$ cat src/rtl/sensor_bus_pkg.sv
// ****************************************************************
// Shared constants and types for the sensor bus slave.
// ****************************************************************
package sensor_bus_pkg;

   // Command codes seen by the slave.
   localparam logic [3:0] CMD_INIT = 4'h0;
   localparam logic [3:0] CMD_STATUS = 4'h1;
   localparam logic [3:0] CMD_ACCEL = 4'h2;
   localparam logic [3:0] CMD_NVM = 4'h9;
   localparam logic [3:0] CMD_FORMAT = 4'ha;
   localparam logic [3:0] CMD_REG_READ = 4'hb;
   localparam logic [3:0] CMD_ST_OFF = 4'hc;
   localparam logic [3:0] CMD_ST_ON = 4'hd;
   localparam logic [3:0] CMD_REV_INIT = 4'hf;

   // Addresses and fixed field values.
   localparam logic [3:0] GLOBAL_ADDR = 4'h0;
   localparam logic [3:0] NO_ADDR = 4'h0;
   localparam logic [1:0] ATTR_UNLOCKED = 2'b10;
   localparam logic [3:0] FORMAT_ECHO = 4'h6;
   localparam logic [3:0] BANK_VALID_MASK = 4'h7;

   // Check code generator.
   localparam logic [3:0] CRC_POLY = 4'h3;
   localparam logic [3:0] CRC_SEED = 4'ha;

   // Command data field positions.
   localparam int NV_POS = 7;
   localparam int BS_POS = 6;
   localparam int RW_POS = 7;

   // Format register file shape.
   localparam int FMT_WIDTH = 4;
   localparam int FMT_DEPTH = 8;

   // Bus voltage blanking after a switch closure request.
   localparam int CLOCK_PERIOD_NS = 20;
   localparam int BLANK_TIME_NS = 180000;
   localparam int BLANK_CYCLES = BLANK_TIME_NS / CLOCK_PERIOD_NS;
   localparam int BLANK_WIDTH = 14;

   // One command frame as delivered by the bus receiver.
   typedef struct packed
   {
      logic [7:0] data;
      logic [3:0] addr;
      logic [3:0] code;
      logic [3:0] crc;
      logic is_long;
      logic from_upstream;
   } cmd_type;

   // One response frame handed to the bus transmitter.
   typedef struct packed
   {
      logic [15:0] data;
      logic [3:0] crc;
   } resp_type;

   // Conditions reported by the analog monitors.
   typedef struct packed
   {
      logic bus_short;
      logic parity_fault;
      logic fuse_fault;
      logic undervoltage;
      logic ground_fault;
   } monitor_type;

   // Where the final low bits of a response come from.
   typedef enum logic [1:0] {RK_PLAIN, RK_FMT, RK_REG8, RK_REG4} resp_kind_type;

endpackage

$ cat src/rtl/check_code_gen.sv
`timescale 1ns/10ps
// ****************************************************************
// Four-bit check code over a sixteen-bit frame.
// ****************************************************************
module check_code_gen
   import sensor_bus_pkg::*;
#(
   parameter logic [3:0] POLY = CRC_POLY,
   parameter logic [3:0] SEED = CRC_SEED
)
(
   // Frame in, code out.
   input wire logic [15:0] frame,
   output logic [3:0] code
);

   // Serial shift, most significant bit first.
   function automatic logic [3:0] crc4(input logic [15:0] bits);
      logic [3:0] r;
      logic fb;
      r = SEED;
      for (int i = 15; i >= 0; i--)
      begin
         fb = r[3] ^ bits[i];
         r = {r[2:0], 1'b0};
         if (fb)
         begin
            r = r ^ POLY;
         end
      end
      return r;
   endfunction

   assign code = crc4(frame);

endmodule

$ cat src/rtl/format_reg_mem.sv
`timescale 1ns/10ps
// ****************************************************************
// Format control register file with registered read data.
// ****************************************************************
module format_reg_mem
#(
   parameter int WIDTH = 4,
   parameter int DEPTH = 8
)
(
   // Clock and reset.
   input wire logic clock,
   input wire logic reset,
   // Write port.
   input wire logic write_en,
   input wire logic [$clog2(DEPTH)-1:0] write_addr,
   input wire logic [WIDTH-1:0] write_data,
   // Read port.
   input wire logic [$clog2(DEPTH)-1:0] read_addr,
   output logic [WIDTH-1:0] read_data
);

   logic [WIDTH-1:0] store [DEPTH];

   // Storage clears on reset so reads never return stale settings.
   always_ff @(posedge clock)
   begin
      if (reset)
      begin
         for (int i = 0; i < DEPTH; i++)
         begin
            store[i] <= '0;
         end
      end
      else if (write_en)
      begin
         store[write_addr] <= write_data;
      end
   end

   // Read data is a register; it shows the old word on a same-cycle write.
   always_ff @(posedge clock)
   begin
      if (reset)
      begin
         read_data <= '0;
      end
      else
      begin
         read_data <= store[read_addr];
      end
   end

endmodule

$ cat src/rtl/sensor_bus_slave.sv
`timescale 1ns/10ps
// Function
// - Address from preset, else zero, assign if zero.
// - Attributes 10 unlocked, else config bits 1:0.
// - Latch bank pair; invalid pair gets no response.
// - Bus fault bit reports initialization bus test.
// - Switch bit requests closure, response shows state.
// - Three-bit format address picks one of eight.
// - Ground fault only when detection enabled.
// - Program enable bit enables one-time writes.
// - Memory command writes or reads low four bits.
// - Format write on 1, read on 0 unless global.
// - Status flag ORs all error conditions; the code leaves bus_short out of it.
// - Self-test bit shows stimulus state.
// - Enhanced features locked until init and format set.
// - Forward initialization accepted only from upstream input, reverse only from downstream.
// - Test downstream short; close switch if clean.
// - Ignore bus level about 180 us after closure.
// - Programmed: both addresses match; else command zero.
// - Failed addressing: no address, switch open, silent.
// - Init response layout with address twice.
// - Ignore initialization assigning address zero.
// - Undervoltage flag follows supply monitor.
module sensor_bus_slave
   import sensor_bus_pkg::*;
#(
   parameter int BLANK_COUNT = BLANK_CYCLES,
   parameter logic [3:0] BANK_OK_MASK = BANK_VALID_MASK
)
(
   // Clock and reset.
   input wire logic clock,
   input wire logic reset,
   // Command from the bus receiver.
   input wire logic cmd_valid,
   input wire cmd_type cmd,
   // Device straps, monitors and configuration.
   input wire logic [3:0] otp_address,
   input wire monitor_type monitors,
   input wire logic ground_loss_detect_enable,
   input wire logic config_lock_bit,
   input wire logic [1:0] device_config_one,
   input wire logic [9:0] accel_result,
   input wire logic [7:0] user_reg_data,
   // Response to the bus transmitter.
   output logic resp_valid,
   output resp_type resp,
   // Device state.
   output logic [3:0] node_address,
   output logic bus_switch_closed,
   output logic bus_fault_flag,
   output logic program_enable_bit,
   output logic [1:0] bank_sel,
   output logic bus_level_ignore,
   output logic selftest_enable,
   output logic enhanced_mode,
   // User register and one-time memory access.
   output logic [3:0] user_reg_addr,
   output logic otp_write,
   output logic [3:0] otp_write_data
);

   // ****************************************************************
   // Helpers
   // ****************************************************************

   // Bank pair validity lookup.
   function automatic logic bank_ok(input logic [1:0] pair);
      return BANK_OK_MASK[pair];
   endfunction

   logic initialized;
   logic fmt_configured;
   logic [BLANK_WIDTH-1:0] blank_count;
   logic stage_valid;
   logic [15:0] stage_data;
   resp_kind_type stage_kind;
   logic [3:0] cmd_code_calc;
   logic [15:0] next_resp_data;
   logic [3:0] next_resp_crc;
   logic [FMT_WIDTH-1:0] fmt_rdata;
   logic crc_ok;
   logic taken;
   logic init_cmd;
   logic addr_ok;
   logic init_ok;
   logic addressed;
   logic short_refused;
   logic gf_bit;
   logic s_bit;
   logic [1:0] attr_bits;
   logic [7:0] status_bits;
   logic fmt_write;
   logic [3:0] new_addr;

   // ****************************************************************
   // Command qualification
   // ****************************************************************

   // Check code over data, address and command fields.
   check_code_gen #(.POLY(CRC_POLY), .SEED(CRC_SEED)) cmd_check
   (
      .frame({cmd.data, cmd.addr, cmd.code}),
      .code(cmd_code_calc)
   );

   assign new_addr = cmd.data[3:0];
   assign crc_ok = cmd_code_calc == cmd.crc;
   // Short frames belong to the enhanced protocol and wait for it.
   assign short_refused = !cmd.is_long && !enhanced_mode;
   assign taken = cmd_valid && crc_ok && !short_refused;
   // Forward initialization only upstream, reverse only downstream.
   assign init_cmd = (cmd.code == CMD_INIT && cmd.from_upstream) ||
                     (cmd.code == CMD_REV_INIT && !cmd.from_upstream);
   // An unassigned device takes the new address; otherwise both must match.
   assign addr_ok = (node_address == NO_ADDR) ? (cmd.addr == NO_ADDR) :
                    (cmd.addr == node_address && new_addr == node_address);
   assign init_ok = taken && init_cmd && cmd.is_long && new_addr != NO_ADDR &&
                    bank_ok(cmd.data[5:4]) && addr_ok;
   assign addressed = taken && initialized && cmd.addr == node_address;
   assign fmt_write = taken && initialized && cmd.code == CMD_FORMAT && cmd.data[RW_POS] &&
                      (cmd.addr == node_address || cmd.addr == GLOBAL_ADDR);

   // ****************************************************************
   // Status word
   // ****************************************************************

   // Ground fault is masked when detection is off.
   assign gf_bit = ground_loss_detect_enable && monitors.ground_fault;
   assign s_bit = selftest_enable || monitors.parity_fault || monitors.fuse_fault ||
                  monitors.undervoltage || gf_bit;
   assign attr_bits = config_lock_bit ? device_config_one : ATTR_UNLOCKED;
   assign status_bits = {program_enable_bit, monitors.undervoltage, selftest_enable,
                         bus_switch_closed, attr_bits, s_bit, gf_bit};

   // ****************************************************************
   // Initialization state
   // ****************************************************************

   // The preset address is caught while reset is held.
   always_ff @(posedge clock)
   begin
      if (reset)
      begin
         node_address <= otp_address;
         initialized <= 1'b0;
      end
      else if (init_ok)
      begin
         node_address <= new_addr;
         initialized <= 1'b1;
      end
   end

   // Bus test result, switch and latched command bits.
   always_ff @(posedge clock)
   begin
      if (reset)
      begin
         bus_fault_flag <= 1'b0;
         bus_switch_closed <= 1'b0;
         program_enable_bit <= 1'b0;
         bank_sel <= 2'b00;
      end
      else if (init_ok)
      begin
         bus_fault_flag <= monitors.bus_short;
         bus_switch_closed <= cmd.data[BS_POS] && !monitors.bus_short;
         program_enable_bit <= cmd.data[NV_POS];
         bank_sel <= cmd.data[5:4];
      end
      else if (taken && init_cmd)
      begin
         bus_switch_closed <= 1'b0;
      end
   end

   // Blanking lets a downstream slave charge its hold capacitor.
   always_ff @(posedge clock)
   begin
      if (reset)
      begin
         blank_count <= '0;
         bus_level_ignore <= 1'b0;
      end
      else if (init_ok && cmd.data[BS_POS])
      begin
         blank_count <= BLANK_WIDTH'(BLANK_COUNT - 1);
         bus_level_ignore <= 1'b1;
      end
      else if (blank_count != '0)
      begin
         blank_count <= blank_count - 1'b1;
      end
      else
      begin
         bus_level_ignore <= 1'b0;
      end
   end

   // ****************************************************************
   // Mode, self-test and memory access
   // ****************************************************************

   // Enhanced mode needs an initialization plus a format setting.
   always_ff @(posedge clock)
   begin
      if (reset)
      begin
         fmt_configured <= 1'b0;
         enhanced_mode <= 1'b0;
      end
      else
      begin
         if (fmt_write)
         begin
            fmt_configured <= 1'b1;
         end
         enhanced_mode <= initialized && fmt_configured;
      end
   end

   // Self-test stimulus follows its two commands.
   always_ff @(posedge clock)
   begin
      if (reset)
      begin
         selftest_enable <= 1'b0;
      end
      else if (addressed && cmd.code == CMD_ST_ON)
      begin
         selftest_enable <= 1'b1;
      end
      else if (addressed && cmd.code == CMD_ST_OFF)
      begin
         selftest_enable <= 1'b0;
      end
   end

   // One-time writes only happen with programming enabled.
   always_ff @(posedge clock)
   begin
      if (reset)
      begin
         otp_write <= 1'b0;
         otp_write_data <= 4'h0;
         user_reg_addr <= 4'h0;
      end
      else
      begin
         otp_write <= addressed && cmd.code == CMD_NVM && program_enable_bit;
         if (addressed && (cmd.code == CMD_NVM || cmd.code == CMD_REG_READ))
         begin
            user_reg_addr <= cmd.data[7:4];
            otp_write_data <= cmd.data[3:0];
         end
      end
   end

   // Format registers; read address taken straight from the command.
   format_reg_mem #(.WIDTH(FMT_WIDTH), .DEPTH(FMT_DEPTH)) fmt_mem
   (
      .clock(clock),
      .reset(reset),
      .write_en(fmt_write),
      .write_addr(cmd.data[6:4]),
      .write_data(cmd.data[3:0]),
      .read_addr(cmd.data[6:4]),
      .read_data(fmt_rdata)
   );

   // ****************************************************************
   // Response assembly
   // ****************************************************************

   // First stage builds the frame; late fields are filled in next cycle.
   always_ff @(posedge clock)
   begin
      if (reset)
      begin
         stage_valid <= 1'b0;
         stage_data <= 16'h0000;
         stage_kind <= RK_PLAIN;
      end
      else
      begin
         stage_valid <= 1'b0;
         stage_kind <= RK_PLAIN;
         if (init_ok)
         begin
            stage_valid <= 1'b1;
            stage_data <= {new_addr, 3'b000, monitors.bus_short, cmd.data[NV_POS],
                           cmd.data[BS_POS] && !monitors.bus_short, cmd.data[5:4], new_addr};
         end
         else if (addressed)
         begin
            case (cmd.code)
               CMD_STATUS, CMD_ST_OFF, CMD_ST_ON:
               begin
                  stage_valid <= 1'b1;
                  stage_data <= {node_address, 4'h0, status_bits};
               end
               CMD_ACCEL:
               begin
                  stage_valid <= 1'b1;
                  stage_data <= {node_address, gf_bit, s_bit, accel_result};
               end
               CMD_NVM:
               begin
                  stage_valid <= 1'b1;
                  stage_data <= {node_address, cmd.data[7:4], 4'h0, cmd.data[3:0]};
                  stage_kind <= program_enable_bit ? RK_PLAIN : RK_REG4;
               end
               CMD_REG_READ:
               begin
                  stage_valid <= 1'b1;
                  stage_data <= {node_address, cmd.data[7:4], 8'h00};
                  stage_kind <= RK_REG8;
               end
               CMD_FORMAT:
               begin
                  stage_valid <= 1'b1;
                  stage_data <= {node_address, FORMAT_ECHO, cmd.data};
                  stage_kind <= cmd.data[RW_POS] ? RK_PLAIN : RK_FMT;
               end
               default:
               begin
                  stage_valid <= 1'b0;
               end
            endcase
         end
      end
   end

   // Late fields: format and user register data arrive one cycle later.
   always_comb
   begin
      case (stage_kind)
         RK_FMT: next_resp_data = {stage_data[15:4], fmt_rdata};
         RK_REG8: next_resp_data = {stage_data[15:8], user_reg_data};
         RK_REG4: next_resp_data = {stage_data[15:4], user_reg_data[3:0]};
         default: next_resp_data = stage_data;
      endcase
   end

   check_code_gen #(.POLY(CRC_POLY), .SEED(CRC_SEED)) resp_check
   (
      .frame(next_resp_data),
      .code(next_resp_crc)
   );

   // Output stage; every response is a one-cycle pulse.
   always_ff @(posedge clock)
   begin
      if (reset)
      begin
         resp_valid <= 1'b0;
         resp <= '0;
      end
      else
      begin
         resp_valid <= stage_valid;
         if (stage_valid)
         begin
            resp <= '{data: next_resp_data, crc: next_resp_crc};
         end
      end
   end
endmodule

$ cat config.mk
export PLATFORM = sky130hd
export DESIGN_NAME = sensor_bus_slave
export DESIGN_NICKNAME = d
export VERILOG_FILES = /design/src/rtl/sensor_bus_pkg.sv /design/src/rtl/check_code_gen.sv /design/src/rtl/format_reg_mem.sv /design/src/rtl/sensor_bus_slave.sv
export SDC_FILE = /design/constraint.sdc
export NUM_CORES = 1
export LEC_CHECK = 0
export BUFFER_PORTS_ARGS = -buffer_cell sky130_fd_sc_hd__buf_2
export CORE_MARGIN = 2
export CORE_UTILIZATION = 30
export CTS_CLUSTER_DIAMETER = 40
export CTS_CLUSTER_SIZE = 12
export DETAILED_ROUTE_END_ITERATION = 7
export PLACE_DENSITY = 0.58
export RECOVER_POWER = 25
export REMOVE_ABC_BUFFERS = 1
export SETUP_SLACK_MARGIN = 0.1
export SLEW_MARGIN = 20
export SYNTH_ARGS = -nofsm -noshare
export SYNTH_HDL_FRONTEND = slang
export SYNTH_SLANG_ARGS = --single-unit
$ cat constraint.sdc
create_clock -name clock -period 4.1 [get_ports clock]
set_input_delay 0.615 -clock clock [delete_from_list [all_inputs] [get_ports clock]]
set_output_delay 0.615 -clock clock [all_outputs]
set_load 0.01 [all_outputs]
==> results.json, run 1 <==
{
  "run_status": "completed",
  "multiInputGateArea_um2": 2970,
  "area_growth_pct": 23.0,
  "vdd_drop_max_uv": 315,
  "io_pins": 98,
  "crit-reg2reg-capture": "stage_data[7]",
  "crit_fanout": 9,
  "synth_area_per_cell_um2": 10.1,
  "unrepaired_setup_endpoints_after_global_routing": "no",
  "worstMarginPinSlew_ns": 1.12,
  "drc": 0,
  "arrival_ns": 3.16,
  "worstSetupStartpointType": "input port",
  "start_util_pct": 30.9,
  "postSynth.topFlopCell": "sky130_fd_sc_hd__dfxtp_1",
  "worst_hold_check_slack_ns": 0.455,
  "clkSlewWorstSetupHoldPaths_ns": 0.06,
  "ys_seq_area_share_pct": 45.1,
  "core_um2": 18800,
  "grt_antenna_before_repair": 0,
  "synth.lib_cells_used.distinct": 55,
  "detailed_place_hpwl_um": 12100,
  "dieArea_um2": 20500,
  "seq_area_um2": 2620,
  "hold_start": "bus_level_ignore",
  "power.total_mw": 3.35,
  "drt_wl_total_um": 16300,
  "reg2reg_setup_slack_ns": 1.25,
  "first_global_vias": 4568,
  "tightest_slew_margin_relative_to_the_limit_pct": 25.4,
  "antenna-diode-count": 0,
  "layout-drive-gt1-share_pct": 19.9,
  "number_of_fill_cells_in_the_layout": 1887,
  "buffer_ports.inserted": 97,
  "clockBufferDepth": 2,
  "finalWeightedCongestion": 0.840,
  "routed-via-count": 4591,
  "synthArstFlopShare_pct": 0,
  "via_per_inst": 4.86,
  "r2r_start": "node_address[1]",
  "drt_first_iter_violations": 308,
  "grt_first_pass_wirelength_um": 25500,
  "timing.critical_path.to": "fmt_mem.store[2][3]",
  "postCtsSetupBuffers": 0,
  "track_usage_pct": 16.6,
  "clock.fmax_mhz": 328,
  "setup.worst_path.start": "cmd[20]",
  "routed_wire_length_per_instance_um": 17.2,
  "timing_worst_setup_path_type": "input port to register",
  "postSynthRegisterBits": 113,
  "detailedRoute.firstPassIterationCount": 5,
  "cell_chosen_for_the_clock_root": "sky130_fd_sc_hd__clkbuf_16",
  "final-hold-violation-count": 0,
  "cts_tree": "built",
  "timing.final.crit_period_ns": 3.05,
  "cts-buffers-inserted": 17,
  "mappedNetlistArea_um2": 5810,
  "clock_latency_late_sink_ns": 0.42,
  "finalSetupViolCount": 0,
  "detail-route-antenna-nets": 0,
  "rows": 50,
  "nNetsFinal": 733,
  "cell_count_of_the_worst_reg_to_reg_path": 7,
  "commonest_non_fill_non_tap_cell_in_the_layout": "sky130_fd_sc_hd__nor2_1",
  "grt_overflow_total": 0,
  "layout.cells.most_common_list": "sky130_fd_sc_hd__nor2_1, sky130_fd_sc_hd__dfxtp_1, sky130_fd_sc_hd__buf_2, sky130_fd_sc_hd__xnor2_1, sky130_fd_sc_hd__nand2_1",
  "worst_clock_skew_ns": 0.00558,
  "worstPathRequired_ns": 4.21,
  "tns_ns": 0,
  "slew_violations": 0,
  "cellLeakagePower_nw": 2.78,
  "dieWidth_um": 143,
  "level_count_of_the_clock_h_tree": 4,
  "cts.sink_count": 113,
  "yosys_warnings": 0,
  "max-cap-violations": 0,
  "synthesis.instances": 578,
  "setup.worst_path.end_class": "register",
  "timing.final.crit_share_pct": 74.4,
  "grt_max_degree": 33,
  "min_path_type": "register to register",
  "holdBufCountCts": 0,
  "power.density_nw_per_um2": 469,
  "cts_resized": 0,
  "synth_enable_flop_cells": 36,
  "die_height_um": 143
}
## cell families after synthesis
logic type / Yosys count / synth area share (%)
simple gates: 209 / 17.4
compound gates: 87 / 10.9
mux: 47 / 10.1
fa+ha+maj: 5 / 1.08
flops: 113 / 45.1
buf+inv: 49 / 3.75
xor+xnor: 68 / 11.6
## flip-flops by register name, summed over array words and instances (netlist names)
register            cells
fmt_configured          1
bus_level_ignore        1
resp_valid              1
bus_switch_closed       1
bank_sel                2
otp_write_data          4
otp_write               1
blank_count            14
bus_fault_flag          1
resp                   20
program_enable_bit      1
stage_kind              2
fmt_mem.read_data       4
selftest_enable         1
node_address            4
initialized             1
user_reg_addr           4
fmt_mem.store          32
stage_valid             1
enhanced_mode           1
stage_data             16
## critical path, cell delays in order
cell and delay [ns]:
sky130_fd_sc_hd__buf_2 0.11, sky130_fd_sc_hd__inv_1 0.19, sky130_fd_sc_hd__ha_1 0.29, sky130_fd_sc_hd__xor2_1 0.26, sky130_fd_sc_hd__xnor2_1 0.13, sky130_fd_sc_hd__xnor3_1 0.27
sky130_fd_sc_hd__mux2i_4 0.37, sky130_fd_sc_hd__nand2_1 0.25, sky130_fd_sc_hd__nor3b_2 0.39, sky130_fd_sc_hd__a21o_1 0.28
## report_power, final
part | switching, mW | internal, mW | leakage, nW
registers | 0.0496 | 1.21 | 0.993
logic | 0.297 | 0.238 | 1.48
clock network | 0.538 | 1.02 | 0.311
total | 0.884 | 2.47 | 2.78
## through the flow
| stage | cells | utilization [%] | setup slack (ns) | cell area (um^2) |
|---|---|---|---|---|
| 2_1_floorplan | 541 | - | 1.21 | 5640 |
| 3_3_place_gp | 913 | 34.8 | 0.685 | 6560 |
| 3_5_place_dp | 913 | 34.8 | 0.635 | 6560 |
| 4_1_cts | 945 | 38.2 | 1.07 | 7200 |
| 5_1_grt | 945 | 38.0 | 0.858 | 7150 |
| 6_report | 945 | 38.0 | 1.05 | 7150 |
## worst min path at each step
stage	end	cells past startpoint	slack [ns]
after floorplan	enhanced_mode	2	0.41
after global routing	stage_data[6]	2	0.48
final	bus_level_ignore	2	0.45
after global placement	stage_data[3]	1	0.45
after CTS	bus_level_ignore	2	0.46
after detailed placement	bus_level_ignore	2	0.45
## synth_stat cells (4+ instances only)
master / number / area (um^2)
sky130_fd_sc_hd__nor2_1: 93 / 349
sky130_fd_sc_hd__dfxtp_1: 77 / 1540
sky130_fd_sc_hd__xnor2_1: 47 / 412
sky130_fd_sc_hd__nand2_1: 44 / 165
sky130_fd_sc_hd__edfxtp_1: 36 / 1080
sky130_fd_sc_hd__mux2i_1: 33 / 330
sky130_fd_sc_hd__a21oi_1: 29 / 145
sky130_fd_sc_hd__clkbuf_1: 18 / 67.6
sky130_fd_sc_hd__xor2_1: 15 / 131
sky130_fd_sc_hd__inv_1: 12 / 45.0
sky130_fd_sc_hd__a221o_1: 11 / 110
sky130_fd_sc_hd__nand2b_1: 11 / 68.8
sky130_fd_sc_hd__nand3_1: 11 / 55.1
sky130_fd_sc_hd__nor3_1: 11 / 55.1
sky130_fd_sc_hd__o21ai_0: 10 / 50.1
sky130_fd_sc_hd__buf_2: 9 / 45.0
sky130_fd_sc_hd__a22oi_1: 8 / 60.1
sky130_fd_sc_hd__mux4_2: 8 / 180
sky130_fd_sc_hd__a211oi_1: 7 / 52.6
sky130_fd_sc_hd__nor4_1: 7 / 43.8
sky130_fd_sc_hd__buf_1: 6 / 22.5
sky130_fd_sc_hd__a21o_1: 5 / 37.5
sky130_fd_sc_hd__ha_1: 5 / 62.6
sky130_fd_sc_hd__mux2_2: 5 / 56.3
sky130_fd_sc_hd__or4_1: 5 / 37.5
sky130_fd_sc_hd__xnor3_1: 5 / 113
sky130_fd_sc_hd__a41o_1: 4 / 40.0
sky130_fd_sc_hd__nand3b_1: 4 / 30.0
## layout make-up
cell class / instances / area share, %
Clock buffer: 21 / 7.19
Timing Repair Buffer: 112 / 7.70
Multi-Input combinational cell: 416 / 41.6
Clock inverter: 11 / 1.68
Sequential cell: 113 / 36.7
Inverter: 12 / 0.630
Tap cell: 260 / 4.55
## routing by layer
metal / vias up / wire length (um) / global-route usage (%)
li1: 2250 / - / -
met1: 2190 / 7590 / 22.0
met2: 138 / 7550 / 26.8
met3: 13 / 950 / 4.23
met4: 0 / 192 / 4.90
met5: - / 0 / 0
Power figures use the tool's default switching activity.
==> run 2: changes to the inputs <==
clock period = 3.17 ns   (was 4.1 ns; I/O delays follow)
==> run 2 against run 1 <==
The run now ends with capacitance limit, slew limit left. Worst setup slack got worse by 0.53 ns. Critical path depth did not move. Largest cell class unchanged. Via count rose by 0.41%. Sequential power rose by 29%.
==> results.json, run 2 (same netlist as run 1, synthesis figures left out) <==
{
  "power.density_nw_per_um2": 582,
  "cell_chosen_for_the_clock_root": "sky130_fd_sc_hd__clkbuf_16",
  "max-cap-violations": 1,
  "via_per_inst": 4.81,
  "grt_first_pass_wirelength_um": 24900,
  "rows": 50,
  "first_global_vias": 4378,
  "detail-route-antenna-nets": 0,
  "hold_start": "otp_address[0]",
  "power.total_mw": 4.19,
  "routed_wire_length_per_instance_um": 16.7,
  "start_util_pct": 30.9,
  "number_of_fill_cells_in_the_layout": 1928,
  "worstMarginPinSlew_ns": 1.96,
  "grt_overflow_total": 0,
  "multiInputGateArea_um2": 2970,
  "detailed_place_hpwl_um": 11600,
  "worstPathRequired_ns": 3.52,
  "min_path_type": "input port to register",
  "area_growth_pct": 23.8,
  "holdBufCountCts": 0,
  "timing_worst_setup_path_type": "input port to register",
  "failed_checks": "capacitance limit, slew limit",
  "slew_violations": 38,
  "buffer_ports.inserted": 97,
  "holdPathEnd": "node_address[0]",
  "cts_tree": "built",
  "top_register": "fmt_mem.store",
  "dieArea_um2": 20500,
  "grt_max_degree": 45,
  "cellLeakagePower_nw": 2.80,
  "drt_wl_total_um": 16000,
  "layout.cells.most_common_list": "sky130_fd_sc_hd__nor2_1, sky130_fd_sc_hd__dfxtp_1, sky130_fd_sc_hd__buf_2, sky130_fd_sc_hd__xnor2_1, sky130_fd_sc_hd__nand2_1",
  "crit-reg2reg-capture": "stage_data[14]",
  "final_critical_path_setup_slack_ns": 0.520,
  "timing.final.crit_period_ns": 2.65,
  "cts-buffers-inserted": 17,
  "io_pins": 98,
  "worst_hold_path.num_cells": 2,
  "grt_antenna_before_repair": 0,
  "setup.worst_path.end_class": "register",
  "critical_path.max_stage_delay_ns": 0.66,
  "drc": 0,
  "postCtsSetupBuffers": 0,
  "run_status": "finished with violations",
  "dieWidth_um": 143,
  "vdd_drop_max_uv": 395,
  "unrepaired_setup_endpoints_after_global_routing": "no",
  "tns_ns": 0,
  "slowest_stage": "sky130_fd_sc_hd__nor3b_2",
  "reg2reg_setup_slack_ns": 0.56,
  "cp_cell_sequence": "buf_2 -> inv_1 -> ha_1 -> xor2_1 -> xnor2_1 -> xnor3_1 -> mux2i_4 -> nand2_1 -> nor3b_2 -> a221o_1",
  "cts.sink_count": 113,
  "finalSetupViolCount": 0,
  "finalWeightedCongestion": 0.843,
  "place_ws_ns": 0.109,
  "clockBufferDepth": 2,
  "final-hold-violation-count": 0,
  "core_um2": 18800,
  "level_count_of_the_clock_h_tree": 4,
  "timing.final.crit_share_pct": 83.6,
  "seq_area_um2": 2620,
  "clkSlewWorstSetupHoldPaths_ns": 0.05,
  "drt_first_iter_violations": 287,
  "worstSetupStartpointType": "input port",
  "tightest_slew_margin_relative_to_the_limit_pct": -30.9,
  "detailedRoute.firstPassIterationCount": 5,
  "final_core_utilization_pct": 38.2,
  "layout-drive-gt1-share_pct": 19.9,
  "routed-via-count": 4610,
  "layout_top_registers": "fmt_mem.store (32), resp (20), stage_data (16)",
  "clock.fmax_mhz": 377,
  "arrival_ns": 3.00,
  "track_usage_pct": 16.2,
  "clock_latency_late_sink_ns": 0.42,
  "r2r_start": "node_address[1]",
  "worst_clock_skew_ns": 0.0121,
  "largest_register_ffs": 32,
  "cts_resized": 0,
  "nNetsFinal": 745,
  "crit_fanout": 11,
  "cell_count_of_the_worst_reg_to_reg_path": 8,
  "commonest_non_fill_non_tap_cell_in_the_layout": "sky130_fd_sc_hd__nor2_1",
  "die_height_um": 143
}
-- run 2: how the worst max path moves through the flow --
stage	start	to	slack, ns	cells after the start
final	cmd[19]	stage_data[14]	0.52	10
after global routing	cmd[19]	fmt_mem.store[3][0]	0.31	10
after CTS	cmd[19]	stage_data[14]	0.53	10
after detailed placement	cmd[19]	stage_data[2]	0.11	10
after global placement	cmd[19]	stage_data[5]	0.14	10
after floorplan	cmd[20]	fmt_mem.store[0][0]	0.42	9
-- run 2: worst max-delay path, delay by kind of cell --
family                   cells  cell delay, ns
AO/OA/AOI/OAI                1            0.27
XOR/XNOR                     3            0.65
adder cells (fa/ha/maj)      1            0.31
buffers and inverters        2            0.21
multiplexers                 1            0.27
AND/OR/NAND/NOR              2            0.81
-- run 2: metrics by stage --
stage,hold slack [ns],instance area [um^2],instances
2_1_floorplan,0.409,5640,541
3_3_place_gp,0.443,6660,925
3_5_place_dp,0.431,6660,925
4_1_cts,0.344,7240,957
5_1_grt,0.358,7190,957
6_report,0.364,7190,958
-- run 2: cell type report --
type	instances	share of cell area, %
antenna	1	0.0348
clock buffer	28	7.34
clock inverter	4	0.626
inverter	12	0.626
multi-input combinational	416	41.3
sequential	113	36.5
tap	260	4.52
timing repair buffer	124	9.10
-- run 2: power by group --
part           switching, mW  internal, mW  total, mW  leakage, nW
sequential            0.0599          1.57       1.63        0.993
combinational          0.387         0.326      0.714         1.53
clock                  0.639          1.20       1.84        0.284
-- run 2: routing by layer --
layer  up-vias  track usage (%)  wire length (um)
li1       2267                -                 -
met1      2172             22.3              7530
met2       152             24.5              7250
met3        19             4.23               970
met4         0             5.84               250
met5         -                0                 0
